==> src/mpi_pkg.sv <==
/*
 * Package for the MPPT controller serial register port.
 * Holds register indices, field positions, reset values and timing.
 * Assumes a 25 MHz system clock and a standard-rate serial bus.
 */
package mpi_pkg;
    // ==========================================================
    // Register map
    // ==========================================================
    localparam int REG_W = 56;
    localparam int REG_BYTES = 7;
    localparam logic [7:0] CMD_BASE = 8'hE0;
    localparam logic [2:0] IDX_ADC_SETTING = 3'h0;
    localparam logic [2:0] IDX_MEASUREMENT = 3'h1;
    localparam logic [2:0] IDX_CONTROL = 3'h3;
    localparam logic [2:0] IDX_TRIM = 3'h4;
    localparam logic [2:0] IDX_THRESH = 3'h5;

    // ==========================================================
    // Fields and reset values
    // ==========================================================
    localparam int DUTY_LSB = 5;
    localparam int DUTY_W = 9;
    localparam int OPEN_LOOP_BIT = 0;
    localparam int TRIM_IIN_LSB = 0;
    localparam int TRIM_VIN_LSB = 8;
    localparam int TRIM_IOUT_LSB = 16;
    localparam int TRIM_VOUT_LSB = 24;
    localparam int TH_IOUT_LO_LSB = 0;
    localparam int TH_IOUT_HI_LSB = 10;
    localparam int TH_IIN_LO_LSB = 20;
    localparam int TH_IIN_HI_LSB = 30;
    localparam logic [55:0] CONTROL_RESET = 56'h0000_08FF_FFF6_DFE0;
    localparam logic [55:0] TRIM_RESET = 56'h0;
    localparam logic [9:0] TH_HIGH_RESET = 10'h028;
    localparam logic [9:0] TH_LOW_RESET = 10'h018;
    localparam logic [55:0] THRESH_RESET =
        {16'h0000, TH_HIGH_RESET, TH_LOW_RESET, TH_HIGH_RESET, TH_LOW_RESET};

    // ==========================================================
    // Timing
    // ==========================================================
    localparam int CLK_HZ = 25_000_000;
    localparam int BUS_HZ = 100_000;
    localparam int BUS_CYCLES = CLK_HZ / BUS_HZ;

    typedef enum logic [2:0] {
        MPI_IDLE = 3'b000,
        MPI_ADDR = 3'b001,
        MPI_ACK = 3'b011,
        MPI_RX = 3'b010,
        MPI_TX = 3'b110,
        MPI_TXACK = 3'b111
    } mpi_state_t;

    function automatic logic [9:0] mpi_trim(input logic [9:0] raw, input logic [7:0] offs);
        logic [10:0] s;
        s = {1'b0, raw} + {3'h0, offs};
        mpi_trim = s[10] ? 10'h3FF : s[9:0];
    endfunction
endpackage

==> src/mpi_reg_bank.sv <==
/*
 * Writable register bank: control, trim and threshold words.
 * Assumes byte writes arrive from the serial engine on the system clock.
 */
`timescale 1ns/1ps
module mpi_reg_bank
    import mpi_pkg::*;
(
    input wire logic clk_sys,
    input wire logic rst,
    input wire logic wrEn,
    input wire logic [2:0] wrIdx,
    input wire logic [2:0] wrByte,
    input wire logic [7:0] wrData,
    input wire logic [2:0] rdIdx,
    input wire logic [REG_W-1:0] roAdc,
    input wire logic [REG_W-1:0] roMeas,
    output logic [REG_W-1:0] rdData,
    output logic [REG_W-1:0] controlWord,
    output logic [REG_W-1:0] trimWord,
    output logic [REG_W-1:0] threshWord
);
    logic [REG_W-1:0] ctl_reg, ctl_next, trm_reg, trm_next, thr_reg, thr_next;
    logic [REG_W-1:0] rd_reg, rd_next;

    always_comb begin
        ctl_next = ctl_reg;
        trm_next = trm_reg;
        thr_next = thr_reg;
        if (wrEn) begin
            unique case (wrIdx)
                IDX_CONTROL: ctl_next[wrByte*8 +: 8] = wrData;
                IDX_TRIM: trm_next[wrByte*8 +: 8] = wrData;
                IDX_THRESH: thr_next[wrByte*8 +: 8] = wrData;
                default: ;
            endcase
        end
        unique case (rdIdx)
            IDX_ADC_SETTING: rd_next = roAdc;
            IDX_MEASUREMENT: rd_next = roMeas;
            IDX_CONTROL: rd_next = ctl_reg;
            IDX_TRIM: rd_next = trm_reg;
            IDX_THRESH: rd_next = thr_reg;
            default: rd_next = '0;
        endcase
    end

    always_ff @(posedge clk_sys or posedge rst) begin
        if (rst) begin
            ctl_reg <= CONTROL_RESET;
            trm_reg <= TRIM_RESET;
            thr_reg <= THRESH_RESET;
            rd_reg <= '0;
        end else begin
            ctl_reg <= ctl_next;
            trm_reg <= trm_next;
            thr_reg <= thr_next;
            rd_reg <= rd_next;
        end
    end

    assign rdData = rd_reg;
    assign controlWord = ctl_reg;
    assign trimWord = trm_reg;
    assign threshWord = thr_reg;
endmodule

==> src/mpi_i2c_target.sv <==
/*
 * Serial target port of the MPPT controller: 7-byte register blocks,
 * command codes from 0xE0, strap-selected address, plus trim, threshold
 * and duty outputs. Assumes external pull-ups; SCL/SDA are asynchronous.
 */
`timescale 1ns/1ps
module mpi_i2c_target
    import mpi_pkg::*;
(
    input wire logic clk_sys,
    input wire logic rst,
    input wire logic sclIn,
    input wire logic sdaIn,
    output logic sdaOut,
    output logic sdaOe,
    input wire logic addr_strap_msb,
    input wire logic addr_strap_mid,
    input wire logic addr_strap_lsb,
    input wire logic [9:0] input_current_sense,
    input wire logic [9:0] output_current_sense,
    input wire logic [9:0] inputVoltageSense,
    input wire logic [9:0] outputVoltageSense,
    input wire logic [REG_W-1:0] adcSettingWord,
    input wire logic mpptOk,
    output logic [9:0] inputCurrentTrimmed,
    output logic [9:0] outputCurrentTrimmed,
    output logic [9:0] inputVoltageTrimmed,
    output logic [9:0] outputVoltageTrimmed,
    output logic trackEnter,
    output logic trackExit,
    output logic openLoopEn,
    output logic [DUTY_W-1:0] open_loop_duty,
    output logic [REG_W-1:0] controlWord
);
    // ==========================================================
    // Synchronisers and strap capture
    // ==========================================================
    logic [1:0] sclS_reg, sdaS_reg, sclS_next, sdaS_next;
    logic sclD_reg, sdaD_reg;
    logic [2:0] strapS1_reg, strapS2_reg;
    logic [2:0] myAddr_reg, myAddr_next;
    logic [1:0] strapCnt_reg, strapCnt_next;

    always_comb begin
        sclS_next = {sclS_reg[0], sclIn};
        sdaS_next = {sdaS_reg[0], sdaIn};
        myAddr_next = myAddr_reg;
        strapCnt_next = (strapCnt_reg == 2'h3) ? strapCnt_reg : strapCnt_reg + 2'h1;
        if (strapCnt_reg == 2'h2) begin
            myAddr_next = strapS2_reg;
        end
    end

    always_ff @(posedge clk_sys or posedge rst) begin
        if (rst) begin
            sclS_reg <= 2'h3;
            sdaS_reg <= 2'h3;
            sclD_reg <= 1'b1;
            sdaD_reg <= 1'b1;
            strapS1_reg <= 3'h0;
            strapS2_reg <= 3'h0;
            myAddr_reg <= 3'h0;
            strapCnt_reg <= 2'h0;
        end else begin
            sclS_reg <= sclS_next;
            sdaS_reg <= sdaS_next;
            sclD_reg <= sclS_reg[1];
            sdaD_reg <= sdaS_reg[1];
            strapS1_reg <= {addr_strap_msb, addr_strap_mid, addr_strap_lsb};
            strapS2_reg <= strapS1_reg;
            myAddr_reg <= myAddr_next;
            strapCnt_reg <= strapCnt_next;
        end
    end

    logic scl, sda, sclRise, sclFall, startCond, stopCond;
    assign scl = sclS_reg[1];
    assign sda = sdaS_reg[1];
    assign sclRise = scl && !sclD_reg;
    assign sclFall = !scl && sclD_reg;
    assign startCond = scl && sclD_reg && !sda && sdaD_reg;
    assign stopCond = scl && sclD_reg && sda && !sdaD_reg;

    // ==========================================================
    // Protocol engine
    // ==========================================================
    mpi_state_t st_reg, st_next;
    logic [7:0] sh_reg, sh_next;
    logic [2:0] bit_reg, bit_next;
    logic [2:0] idx_reg, idx_next;
    logic idxOk_reg, idxOk_next;
    logic gotCmd_reg, gotCmd_next;
    logic [2:0] byte_reg, byte_next;
    logic rw_reg, rw_next, gotByte_reg, gotByte_next;
    logic drive_reg, drive_next;
    logic masterAck_reg, masterAck_next;
    logic wrEn;
    logic [REG_W-1:0] rdData, trimWord, threshWord;

    always_comb begin
        st_next = st_reg;
        sh_next = sh_reg;
        bit_next = bit_reg;
        idx_next = idx_reg;
        idxOk_next = idxOk_reg;
        gotCmd_next = gotCmd_reg;
        byte_next = byte_reg;
        rw_next = rw_reg;
        gotByte_next = gotByte_reg;
        drive_next = drive_reg;
        masterAck_next = masterAck_reg;
        wrEn = 1'b0;
        if (startCond) begin
            st_next = MPI_ADDR;
            bit_next = 3'h0;
            gotByte_next = 1'b0;
            drive_next = 1'b0;
        end else if (stopCond) begin
            st_next = MPI_IDLE;
            gotCmd_next = 1'b0;
            drive_next = 1'b0;
        end else begin
            unique case (st_reg)
                MPI_IDLE: ;
                MPI_ADDR, MPI_RX: begin
                    if (sclRise) begin
                        sh_next = {sh_reg[6:0], sda};
                        gotByte_next = bit_reg == 3'h7;
                        bit_next = bit_reg + 3'h1;
                    end
                    if (sclFall && gotByte_reg) begin
                        // Eight bits in: decide whether to acknowledge
                        if (st_reg == MPI_ADDR) begin
                            if (sh_reg[7:1] == {4'h0, myAddr_reg}) begin
                                rw_next = sh_reg[0];
                                byte_next = 3'h0;
                                drive_next = 1'b1;
                                st_next = MPI_ACK;
                            end else begin
                                st_next = MPI_IDLE;
                            end
                        end else if (!gotCmd_reg) begin
                            idx_next = sh_reg[2:0] ;
                            idxOk_next = sh_reg[7:3] == CMD_BASE[7:3];
                            gotCmd_next = 1'b1;
                            drive_next = 1'b1;
                            st_next = MPI_ACK;
                        end else begin
                            wrEn = idxOk_reg && byte_reg < REG_BYTES[2:0];
                            byte_next = (byte_reg == 3'h7) ? byte_reg : byte_reg + 3'h1;
                            drive_next = 1'b1;
                            st_next = MPI_ACK;
                        end
                    end
                end
                MPI_ACK: begin
                    if (sclFall) begin
                        bit_next = 3'h0;
                        sh_next = 8'h0;
                        if (rw_reg) begin
                            sh_next = rdData[byte_reg*8 +: 8];
                            drive_next = !rdData[byte_reg*8 + 7];
                            st_next = MPI_TX;
                        end else begin
                            drive_next = 1'b0;
                            st_next = MPI_RX;
                        end
                    end
                end
                MPI_TX: begin
                    if (sclFall) begin
                        bit_next = bit_reg + 3'h1;
                        sh_next = {sh_reg[6:0], 1'b0};
                        drive_next = (bit_reg == 3'h7) ? 1'b0 : !sh_reg[6];
                        if (bit_reg == 3'h7) begin
                            st_next = MPI_TXACK;
                        end
                    end
                end
                MPI_TXACK: begin
                    if (sclRise) begin
                        masterAck_next = !sda;
                    end
                    if (sclFall) begin
                        if (masterAck_reg && byte_reg < 3'h6) begin
                            byte_next = byte_reg + 3'h1;
                            bit_next = 3'h0;
                            sh_next = rdData[{byte_reg + 3'h1, 3'h0} +: 8];
                            drive_next = !rdData[{byte_reg + 3'h1, 3'h7}];
                            st_next = MPI_TX;
                        end else begin
                            st_next = MPI_IDLE;
                        end
                    end
                end
                default: st_next = MPI_IDLE;
            endcase
        end
        if (startCond && st_reg == MPI_IDLE) begin
            gotCmd_next = 1'b0;
        end
    end

    always_ff @(posedge clk_sys or posedge rst) begin
        if (rst) begin
            st_reg <= MPI_IDLE;
            sh_reg <= 8'h0;
            bit_reg <= 3'h0;
            idx_reg <= 3'h0;
            idxOk_reg <= 1'b0;
            gotCmd_reg <= 1'b0;
            byte_reg <= 3'h0;
            rw_reg <= 1'b0;
            gotByte_reg <= 1'b0;
            drive_reg <= 1'b0;
            masterAck_reg <= 1'b0;
        end else begin
            st_reg <= st_next;
            sh_reg <= sh_next;
            bit_reg <= bit_next;
            idx_reg <= idx_next;
            idxOk_reg <= idxOk_next;
            gotCmd_reg <= gotCmd_next;
            byte_reg <= byte_next;
            rw_reg <= rw_next;
            gotByte_reg <= gotByte_next;
            drive_reg <= drive_next;
            masterAck_reg <= masterAck_next;
        end
    end

    // Open drain: only ever pull low
    assign sdaOut = 1'b0;
    assign sdaOe = drive_reg;

    mpi_reg_bank u_bank (
        .clk_sys(clk_sys),
        .rst(rst),
        .wrEn(wrEn),
        .wrIdx(idx_reg),
        .wrByte(byte_reg),
        .wrData(sh_reg),
        .rdIdx(idx_reg),
        .roAdc(adcSettingWord),
        .roMeas({15'h0, mpptOk, outputVoltageTrimmed, outputCurrentTrimmed,
                 inputVoltageTrimmed, inputCurrentTrimmed}),
        .rdData(rdData),
        .controlWord(controlWord),
        .trimWord(trimWord),
        .threshWord(threshWord)
    );

    // ==========================================================
    // Trims, thresholds, duty
    // ==========================================================
    logic [9:0] iinT_next, ioutT_next, vinT_next, voutT_next;
    logic enter_next, exit_next;

    always_comb begin
        iinT_next = mpi_trim(input_current_sense, trimWord[TRIM_IIN_LSB +: 8]);
        vinT_next = mpi_trim(inputVoltageSense, trimWord[TRIM_VIN_LSB +: 8]);
        ioutT_next = mpi_trim(output_current_sense, trimWord[TRIM_IOUT_LSB +: 8]);
        voutT_next = mpi_trim(outputVoltageSense, trimWord[TRIM_VOUT_LSB +: 8]);
        enter_next = input_current_sense > threshWord[TH_IIN_HI_LSB +: 10]
            && output_current_sense > threshWord[TH_IOUT_HI_LSB +: 10];
        exit_next = input_current_sense < threshWord[TH_IIN_LO_LSB +: 10]
            || output_current_sense < threshWord[TH_IOUT_LO_LSB +: 10];
    end

    always_ff @(posedge clk_sys or posedge rst) begin
        if (rst) begin
            inputCurrentTrimmed <= 10'h000;
            outputCurrentTrimmed <= 10'h000;
            inputVoltageTrimmed <= 10'h000;
            outputVoltageTrimmed <= 10'h000;
            trackEnter <= 1'b0;
            trackExit <= 1'b0;
            openLoopEn <= 1'b0;
            open_loop_duty <= 9'h0FF;
        end else begin
            inputCurrentTrimmed <= iinT_next;
            outputCurrentTrimmed <= ioutT_next;
            inputVoltageTrimmed <= vinT_next;
            outputVoltageTrimmed <= voutT_next;
            trackEnter <= enter_next;
            trackExit <= exit_next;
            openLoopEn <= controlWord[OPEN_LOOP_BIT];
            open_loop_duty <= controlWord[DUTY_LSB +: DUTY_W];
        end
    end
endmodule

==> config.mk <==
export PLATFORM = sky130hd
export DESIGN_NAME = mpi_i2c_target
export DESIGN_NICKNAME = d
export VERILOG_FILES = /design/src/mpi_pkg.sv /design/src/mpi_reg_bank.sv /design/src/mpi_i2c_target.sv
export SDC_FILE = /design/constraint.sdc
export NUM_CORES = 1
export LEC_CHECK = 0
export ABC_AREA = 1
export BUFFER_PORTS_ARGS = -buffer_cell sky130_fd_sc_hd__buf_2
export CAP_MARGIN = 20
export CORE_ASPECT_RATIO = 2
export CORE_MARGIN = 1.5
export CORE_UTILIZATION = 27
export CTS_BUF_LIST = sky130_fd_sc_hd__clkbuf_4
export DETAILED_ROUTE_END_ITERATION = 10
export PLACE_DENSITY = 0.41
export SLEW_MARGIN = 30
export SYNTH_ARGS = -nofsm -noshare
export SYNTH_HDL_FRONTEND = slang
export SYNTH_SLANG_ARGS = --single-unit
export TNS_END_PERCENT = 10
==> constraint.sdc <==
create_clock -name clk_sys -period 10.8 [get_ports clk_sys]
set_input_delay 1.08 -clock clk_sys [delete_from_list [all_inputs] [get_ports clk_sys]]
set_output_delay 1.08 -clock clk_sys [all_outputs]
set_load 0.05 [all_outputs]
# Word-level counts from Yosys, hierarchy flattened
# Index checks and enable logic that the tools add are counted.
dict set report word_totals {
  latch_bits 0
  wordCells 215
  mem_count 0
  inputBits 104
  ramBits 0
  rom_bits 0
  register_bits 319
  output_inout_bits 110
}
dict set report classes {
  reduce_logical 44
  shifts 4
  n_bitwise 4
  mul 0
  n_div 0
  magnitude_cmp 8
  add_sub_neg 9
  n_mux 75
  eq_ne 40
}
# cell count
set ops {}
lappend ops {{$pmux 56 s5} 1}
lappend ops {{$bwmux 56} 3}
lappend ops {{$shiftx 56x7->8} 2}
lappend ops {{$mux 3} 24}
lappend ops {{$shift 8x34->56 const A} 1}
lappend ops {{$shiftx 8x34->56} 1}
lappend ops {{$mux 8} 6}
lappend ops {{$add 10x8->11} 4}
lappend ops {{$mux 10} 4}
lappend ops {{$neg 6->34} 1}
lappend ops {{$pmux 8 s4} 1}
lappend ops {{$mux 1} 29}
lappend ops {{$ne 3x3->1 const B} 9}
lappend ops {{$ne 4x4->1 const B} 6}
lappend ops {{$gt 10x10->1} 2}
lappend ops {{$lt 10x10->1} 2}
lappend ops {{$eq 3x3->1 const B} 6}
lappend ops {{$reduce_and 6->1} 3}
lappend ops {{$pmux 3 s5} 1}
lappend ops {{$ne 2x2->1 const B} 7}
lappend ops {{$reduce_and 7->1} 2}
lappend ops {{$logic_and 1x1->1} 12}
lappend ops {{$pmux 3 s4} 1}
lappend ops {{$eq 3x2->1 const B} 3}
lappend ops {{33 further kinds} 53}

# Logic depth before layout (Yosys ltp)
# Gate-level depths: netlist (run 1).
dict set report depth {
  ltp_word 9
  depth_mapped 14
  ltp_nobuf 11
}

# Cells and area by module
# Synthesis (run 1) repeated with hierarchy kept, for this count alone.
dict set report unflattened {
  cells_unflattened 2324
  area_unflattened_um2 18207.5
}
# module area_each_um2 cells_per_inst seq_area_each_um2 n_inst
set modules_own_cells {}
lappend modules_own_cells {mpi_reg_bank 10606.4 1234 5656.7 1}
lappend modules_own_cells {mpi_i2c_target 7601.0 1090 2394.8 1}

# Worst setup path after synthesis (run 1)
# Ideal clock, no wire load.
dict set report synth_timing {
  path_kind {flip-flop to flip-flop}
  startpoint {reg byte_reg[0]}
  endpoint {reg u_bank.trm_reg[1] (netlist: u_bank.trimWord[1])}
  path_slack_ns 8.081
  t_arrival_ns 2.587
  synth_period_minus_slack_ns 2.719
  setup_time_ns 0.132
  required_ns 10.668
  path_stages_with_launch 14
  path_buffers 4
  path_cell_list {dfrtp_1 -> buf_4 -> inv_2 -> clkbuf_1 -> buf_2 -> ha_1 -> ha_1 -> inv_1 -> nand3_1 -> nor2_1 -> nand4_4 -> buf_2 -> nand2_1 -> o21ai_1}
}
dict set report synth_via {
  elab_chain_cells 9
  word_cells_on_any_way 13
  classes_between {1 x add/sub; 1 x order compare; 2 x shift; 7 x mux; 2 x reduce/logical}
}
# element line
set synth_rtl {}
lappend synth_rtl {{from (decl)} mpi_i2c_target.sv:93} ;# logic [2:0] byte_reg, byte_next;
lappend synth_rtl {{from (signal assigned)} mpi_i2c_target.sv:224} ;# byte_reg <= byte_next;
lappend synth_rtl {{$lt 3x3->1} mpi_i2c_target.sv:149} ;# wrEn = idxOk_reg && byte_reg < REG_BYTES[2:0];
lappend synth_rtl {{$logic_and 1x1->1} mpi_i2c_target.sv:149}
lappend synth_rtl {{$mux 1} mpi_i2c_target.sv:142} ;# end else if (!gotCmd_reg) begin
lappend synth_rtl {{$mux 1} mpi_i2c_target.sv:133} ;# if (st_reg == MPI_ADDR) begin
lappend synth_rtl {{$mux 1} mpi_i2c_target.sv:131} ;# if (sclFall && gotByte_reg) begin
lappend synth_rtl {{$mux 1} mpi_i2c_target.sv:123} ;# unique case (st_reg)
lappend synth_rtl {{$mux 1} mpi_i2c_target.sv:118} ;# end else if (stopCond) begin
lappend synth_rtl {{$mux 1} mpi_i2c_target.sv:113} ;# if (startCond) begin
lappend synth_rtl {{$reduce_and 2->1 (no line)} --}
lappend synth_rtl {{to (signal assigned)} mpi_reg_bank.sv:56} ;# trm_reg <= trm_next;
lappend synth_rtl {{to (decl)} mpi_reg_bank.sv:23} ;# logic [REG_W-1:0] ctl_reg, ctl_next, trm_reg, trm_next, thr_reg, thr_next;
# Parallel ways exist; a longest one is shown, timed or not.
# A chain may end at the register's enable or synchronous reset.

# Final worst setup path (run 1)
dict set report layout_timing {
  startpoint {reg byte_reg[0]}
  endpoint {reg u_bank.ctl_reg[37] (netlist: u_bank.controlWord[37])}
}
dict set report layout_via {
  elab_chain_cells 9
  word_cells_on_any_way 13
  classes_between {1 x add/sub; 1 x order compare; 2 x shift; 7 x mux; 2 x reduce/logical}
}
# element line
set layout_rtl {}
lappend layout_rtl {{$lt 3x3->1} mpi_i2c_target.sv:149}
lappend layout_rtl {{$logic_and 1x1->1} mpi_i2c_target.sv:149}
lappend layout_rtl {{$mux 1} mpi_i2c_target.sv:142}
lappend layout_rtl {{$mux 1} mpi_i2c_target.sv:133}
lappend layout_rtl {{$mux 1} mpi_i2c_target.sv:131}
lappend layout_rtl {{$mux 1} mpi_i2c_target.sv:123}
lappend layout_rtl {{$mux 1} mpi_i2c_target.sv:118}
lappend layout_rtl {{$mux 1} mpi_i2c_target.sv:113}
lappend layout_rtl {{$reduce_and 2->1 (no line)} --}
lappend layout_rtl {{to (signal assigned)} mpi_reg_bank.sv:55} ;# ctl_reg <= ctl_next;
lappend layout_rtl {{to (decl)} mpi_reg_bank.sv:23}
# Parallel ways exist; a longest one is shown, timed or not.

==> impl_metrics.py, run 1 <==
metrics = {
    "run_status": {
        "status": "finished, violations left",
        "violations": "DRC",
    },
    "die": {
        "initial_core_util": 0.273,
        "die_x_um": 180,
        "io_pins": 214,
        "die-area_um2": 64300,
        "rows": 129,
        "core_um2": 62000,
        "die_y_um": 357,
    },
    "synth": {
        "yosys_warnings": 0,
        "synth_top_area_frac": 0.390,
        "synth.largest_area_cell": "dfrtp_1",
        "synth.area.top_cells": "dfrtp_1 (39%), nand2_1 (15%), dfstp_2 (8.5%), ha_1 (5.8%), nand3_1 (5.1%)",
        "syn_inst": 2077,
        "synth-async-reset-ratio": 1.00,
        "synth_edf_count": 0,
        "ys_ff_latch": 319,
        "synth.cell_area_um2": 16900,
        "avgSynthCellArea_um2": 8.15,
        "ys_seq_area_frac": 0.476,
        "synthFlopType": "dfrtp_1",
        "ys_top_cells_by_count": "nand2_1 (683), dfrtp_1 (264), inv_1 (208), nand3_1 (174), o21ai_1 (167)",
        "yosysMostFrequentCell": "nand2_1",
        "synthesis.nets": 2263,
        "synth.distinct_cells": 45,
    },
    "worst_setup_path": {
        "worstSetupEndpointType": "register",
        "start_kind": "register",
        "crit_path_max_fanout": 53,
        "arrival_ns": 4.32,
        "crit_required_ns": 11.53,
        "crit_path_start": "byte_reg[0]$_DFFE_PP0P_",
        "worstReg2RegStart": "byte_reg[0]$_DFFE_PP0P_",
        "path_class": "register to register",
    },
    "sta": {
        "finalSetupTns_ns": 0,
        "tightest_slew_ns": 0.993,
        "rsz0062_at_grt": "false",
        "skew_ns": 0.0402,
        "finalCritPeriodShare": 0.333,
        "setup_viol_count_final": 0,
        "maxSlewHeadroom": 0.338,
        "clock.fmax_mhz": 278,
        "post-route-min-period_ns": 3.59,
        "drv_slew": 0,
        "hold_viol": 0,
    },
    "routing": {
        "drt_iter0_drc": 935,
        "antenna_left": 0,
        "drt-total-wl_mm": 70.1,
        "wl_per_cell_um": 22.1,
        "drt_pass1_iterations": 10,
        "drc": 20,
        "viasPerCell": 4.86,
        "num_vias": 15401,
    },
    "clocking": {
        "htree_levels": 3,
        "cts.sinks": 319,
        "clock_latency_ns": 0.83,
        "holdBufCountCts": 0,
        "clk_path_buf_depth": 3,
        "cts_resized": 0,
        "clk_pin_slew_ns": 0.07,
        "cts_tree": "yes",
        "root_buffer": "clkbuf_4",
        "post_cts_buffers": 0,
        "numCtsBuffers": 87,
    },
    "pwr": {
        "p_int_uw": 2090,
        "p_clk_frac": 0.350,
        "p_sw_frac": 0.390,
        "leakagePower_uw": 0.0100,
        "p_seq_frac": 0.379,
        "irDropWorstVdd_uv": 96.1,
        "p_comb_frac": 0.271,
        "p_per_area_nw_per_um2": 172,
        "switchingPower_uw": 1340,
    },
    "place": {
        "port_buffers": 212,
        "gp_congestion": 0.944,
        "hpwl_mm": 50.9,
    },
    "finish": {
        "utilization": 0.322,
        "area_growth_pct": 17.8,
        "fin_nets": 2493,
        "drive_gt1_frac": 0.201,
    },
    "global_route": {
        "gr-usage-met1": 0.239,
        "met2_usage": 0.421,
        "grt_pass1_wl_mm": 103,
        "grt_max_degree": 138,
        "overflow": 0,
        "grt_antenna_before_repair": 3,
        "top_usage_layer": "met2",
        "grtUsageTotal": 0.219,
        "use_met3": 0.0313,
        "grt_pass1_vias": 15958,
    },
    "flow_run": {
        "cap_violations": 0,
    },
    "hold_path": {
        "worstHoldPathType": "input port to asynchronous set/reset pin",
    },
}
stage by stage:
step                      cell area (um2)  hold WS (ns)  setup slack, ns  total power, uW  std cells
after CTS                           19900         0.237             7.24             3490       3163
after global placement              18700         0.341             7.33             2240       3004
final                               19900         0.356             7.21             3420       3168
after detailed placement            18700         0.340             7.27             2250       3004
after floorplan                     16900         0.331            0.983             1860       2077
after global routing                19900         0.280             6.99             3610       3166
per-layer routing:
layer  up-vias  routed length, um
li1       7373                  -
met4         0               2280
met5         -                  0
met2       435              38300
met1      7474              26700
met3       119               2760
final cells by class:
cell class                      instances  area, um2
Inverter                              222        846
Multi-Input combinational cell       1448       7650
Tap cell                              786        983
Clock buffer                          134       1010
Clock inverter                         25        185
Sequential cell                       319       8050
Fill cell                            6815      42000
Antenna cell                            5       12.5
Timing Repair Buffer                  229       1200
critical path, stage by stage (launching register included):
cell and delay [ns]:
dfrtp_1 0.39, inv_2 0.65, ha_1 0.59, clkinv_1 0.48, nand3_1 0.13, nor2_1 0.58
nand4_4 0.39, o21ai_1 0.26
layout by cell type (no fill, tap or decap), types with 12 or more instances in the layout:
cell type	n
clkinv_1	16
a21oi_1	46
ha_1	78
inv_2	17
inv_1	204
o211ai_1	12
nand2_1	683
nand4_1	56
dfrtp_1	264
o21ai_1	167
o21ai_0	51
buf_2	212
nand4_4	20
clkbuf_4	134
buf_4	16
dfstp_2	55
o2111ai_1	16
a22oi_1	22
nand3_1	174
nor2_1	70
power groups by stage:
stage / clock (uW) / combinational [uW] / sequential [uW]
finish: 1200 / 926 / 1300
detailed placement: 0 / 931 / 1320
global placement: 0 / 924 / 1320
global route: 1310 / 998 / 1300
CTS: 1260 / 933 / 1300
floorplan: 0 / 532 / 1330
path summary, 6_finish.rpt:
kind	endpoint	slack (ns)	cells past startpoint
max	u_bank.controlWord[37]$_DFFE_PP1P_	7.21	7
min	u_bank.trimWord[46]$_DFFE_PP0P_	0.36	2
max reg2reg	u_bank.controlWord[37]$_DFFE_PP1P_	7.21	7
min reg2reg	strapS2_reg[2]$_DFF_PP0_	0.36	0
max in group asynchronous	u_bank.threshWord[19]$_DFFE_PP0P_	9.01	3
min in group clk_sys	strapS2_reg[2]$_DFF_PP0_	0.36	0
kinds of logic (layout without fill, tap and decap cells):
kind of cell             count (synthesis)  count (layout)  share of synthesized area
flip-flops                             319             319                      0.476
XOR/XNOR                                10              10                    0.00518
buffers and inverters                  310             610                     0.0727
adder cells (fa/ha/maj)                 82              82                     0.0624
AND/OR/NAND/NOR                       1027            1027                      0.276
other                                    1               6                   0.000222
AO/OA/AOI/OAI                          328             328                      0.108
Note: power is estimated with default switching activity, not from simulation.
==> run 2, diff against run 1 <==
- PLACE_DENSITY: 0.41 -> 0.43
- clock period: 10.8 -> 3 ns (I/O delays scaled with it)
==> impl_metrics.py, run 2 (synthesized netlist as in run 1, its figures left out) <==
metrics = {
    "finish": {
        "regArea_um2": 8050,
        "final_cell_area_um2": 21200,
        "layout_commonest_cell": "nand2_1",
        "multi_input_area_um2": 7640,
        "utilization": 0.341,
        "n_fill_cell": 6790,
        "drive_gt1_frac": 0.204,
        "area_growth_pct": 25.0,
        "fin_nets": 2627,
        "final_cell_mix": "nand2_1 (683), dfrtp_1 (264), buf_2 (212), inv_1 (206), nand3_1 (174)",
        "fin_cells": 3300,
    },
    "worst_setup_path": {
        "crit_path_max_fanout": 5,
        "crit_required_ns": 3.76,
        "worstSetupEndpointType": "register",
        "path_class": "register to register",
        "start_kind": "register",
        "arrival_ns": 3.38,
    },
    "clocking": {
        "clock_latency_ns": 0.84,
        "numCtsBuffers": 83,
        "root_buffer": "clkbuf_4",
        "cts_resized": 0,
        "cts.sinks": 319,
        "htree_levels": 3,
        "clk_path_buf_depth": 3,
        "cts_tree": "yes",
        "clk_pin_slew_ns": 0.07,
    },
    "die": {
        "die_x_um": 180,
        "rows": 129,
        "die_y_um": 357,
        "initial_core_util": 0.273,
        "core_um2": 62000,
        "die-area_um2": 64300,
        "io_pins": 214,
    },
    "routing": {
        "viasPerCell": 4.81,
        "antenna_left": 0,
        "drt_iter0_drc": 842,
        "num_vias": 15874,
        "wl_per_cell_um": 21.7,
        "drt-total-wl_mm": 71.5,
        "drt_pass1_iterations": 11,
        "drc": 18,
    },
    "sta": {
        "rsz0062_at_grt": "false",
        "setup_viol_count_final": 0,
        "tightest_slew_ns": 0.843,
        "hold_viol": 0,
        "maxSlewHeadroom": 0.438,
        "drv_slew": 0,
        "final.setup.worst_slack_ns": 0.381,
        "finalCritPeriodShare": 0.873,
        "clock.fmax_mhz": 382,
        "skew_ns": 0.102,
        "post-route-min-period_ns": 2.62,
    },
    "place": {
        "dpl_cell_area_um2": 19100,
        "place_ws_ns": 0.530,
        "gp_congestion": 0.880,
        "hpwl_mm": 53.4,
        "port_buffers": 212,
        "dpl.cell_count": 3045,
    },
    "global_route": {
        "overflow": 0,
        "grtUsageTotal": 0.223,
        "grt_antenna_before_repair": 2,
        "grt_pass1_wl_mm": 105,
        "grt_pass1_vias": 16391,
        "grt_max_degree": 84,
    },
    "pwr": {
        "leakagePower_uw": 0.0106,
        "irDropWorstVdd_uv": 280,
        "p_per_area_nw_per_um2": 582,
    },
    "flow_run": {
        "cap_violations": 0,
    },
    "hold_path": {
        "worstHoldPathType": "input port to register",
    },
    "run_status": {
        "violations": "DRC",
        "status": "finished, violations left",
    },
}
run 2: cell types whose count changed in the layout (fill, tap and decap cells not counted), moves of 2 or more:
cell / previous run / this run
dlygate4sd3_1: 0 / 97
clkinv_2: 4 / 6
buf_4: 16 / 52
diode_2: 5 / 2
bufinv_16: 3 / 0
buf_12: 1 / 6
inv_1: 204 / 206
clkbuf_4: 134 / 128
run 2: final timing paths:
check | end | slack, ns | cells after the start | startpoint
min in group asynchronous | byte_reg[2]$_DFFE_PP0P_ | 0.15 | 3 | rst
worst min-delay path | outputVoltageTrimmed[4]$_DFF_PP0_ | 0.07 | 5 | outputVoltageSense[4]
worst max-delay path | inputCurrentTrimmed[9]$_DFF_PP0_ | 0.38 | 8 | u_bank.trimWord[4]$_DFFE_PP0P_
worst max register to register | inputCurrentTrimmed[9]$_DFF_PP0_ | 0.38 | 8 | u_bank.trimWord[4]$_DFFE_PP0P_
max in group asynchronous | open_loop_duty[4]$_DFF_PP1_ | 1.89 | 4 | rst
worst min register to register | sclS_reg[1]$_DFF_PP1_ | 0.33 | 0 | sclS_reg[0]$_DFF_PP1_
run 2: where the power goes:
| part | switching (uW) | internal, uW | total [uW] |
|---|---|---|---|
| clock network | 2070 | 1960 | 4030 |
| registers | 156 | 4470 | 4630 |
| logic | 2690 | 956 | 3650 |
run 2: worst max-delay path: stages, from the launching register on:
cell,delay [ns]
dfrtp_1,0.41
ha_1,0.36
a21oi_1,0.24
o21ai_0,0.13
nand2_1,0.10
nand4_1,0.08
dlygate4sd3_1,0.58
nand3_1,0.08
dlygate4sd3_1,0.57
run 2: final cells by class:
class                           count  share of cell area
Sequential cell                   319               0.381
Multi-Input combinational cell   1448               0.361
Timing Repair Buffer              367               0.120
Tap cell                          786              0.0465
Clock buffer                      128              0.0454
Inverter                          222              0.0396
Clock inverter                     28             0.00597
Antenna cell                        2            0.000237
run 2: metal layers:
metal / share of wire / GRT usage / vias to the layer above
met5: 0.00018 / 0 / -
met4: 0.049 / 0.120 / 2
met3: 0.036 / 0.0320 / 144
met2: 0.54 / 0.422 / 446
met1: 0.38 / 0.237 / 7645
li1: - / - / 7637
run 2: what timing repair did:
action	4_1_cts	5_1_grt
hold buffers	97	0
buffers inserted	0	0
endpoints found under the hold margin	107	0
run 2: stage by stage:
| step | power, uW | setup TNS (ns) | hold slack [ns] |
|---|---|---|---|
| 2_1_floorplan | 6690 | -418.58 | 0.304 |
| 3_3_place_gp | 8280 | 0 | 0.342 |
| 3_5_place_dp | 8280 | 0 | 0.336 |
| 4_1_cts | 12500 | 0 | 0.00138 |
| 5_1_grt | 12900 | 0 | 0.0676 |
| 6_report | 12300 | 0 | 0.0705 |
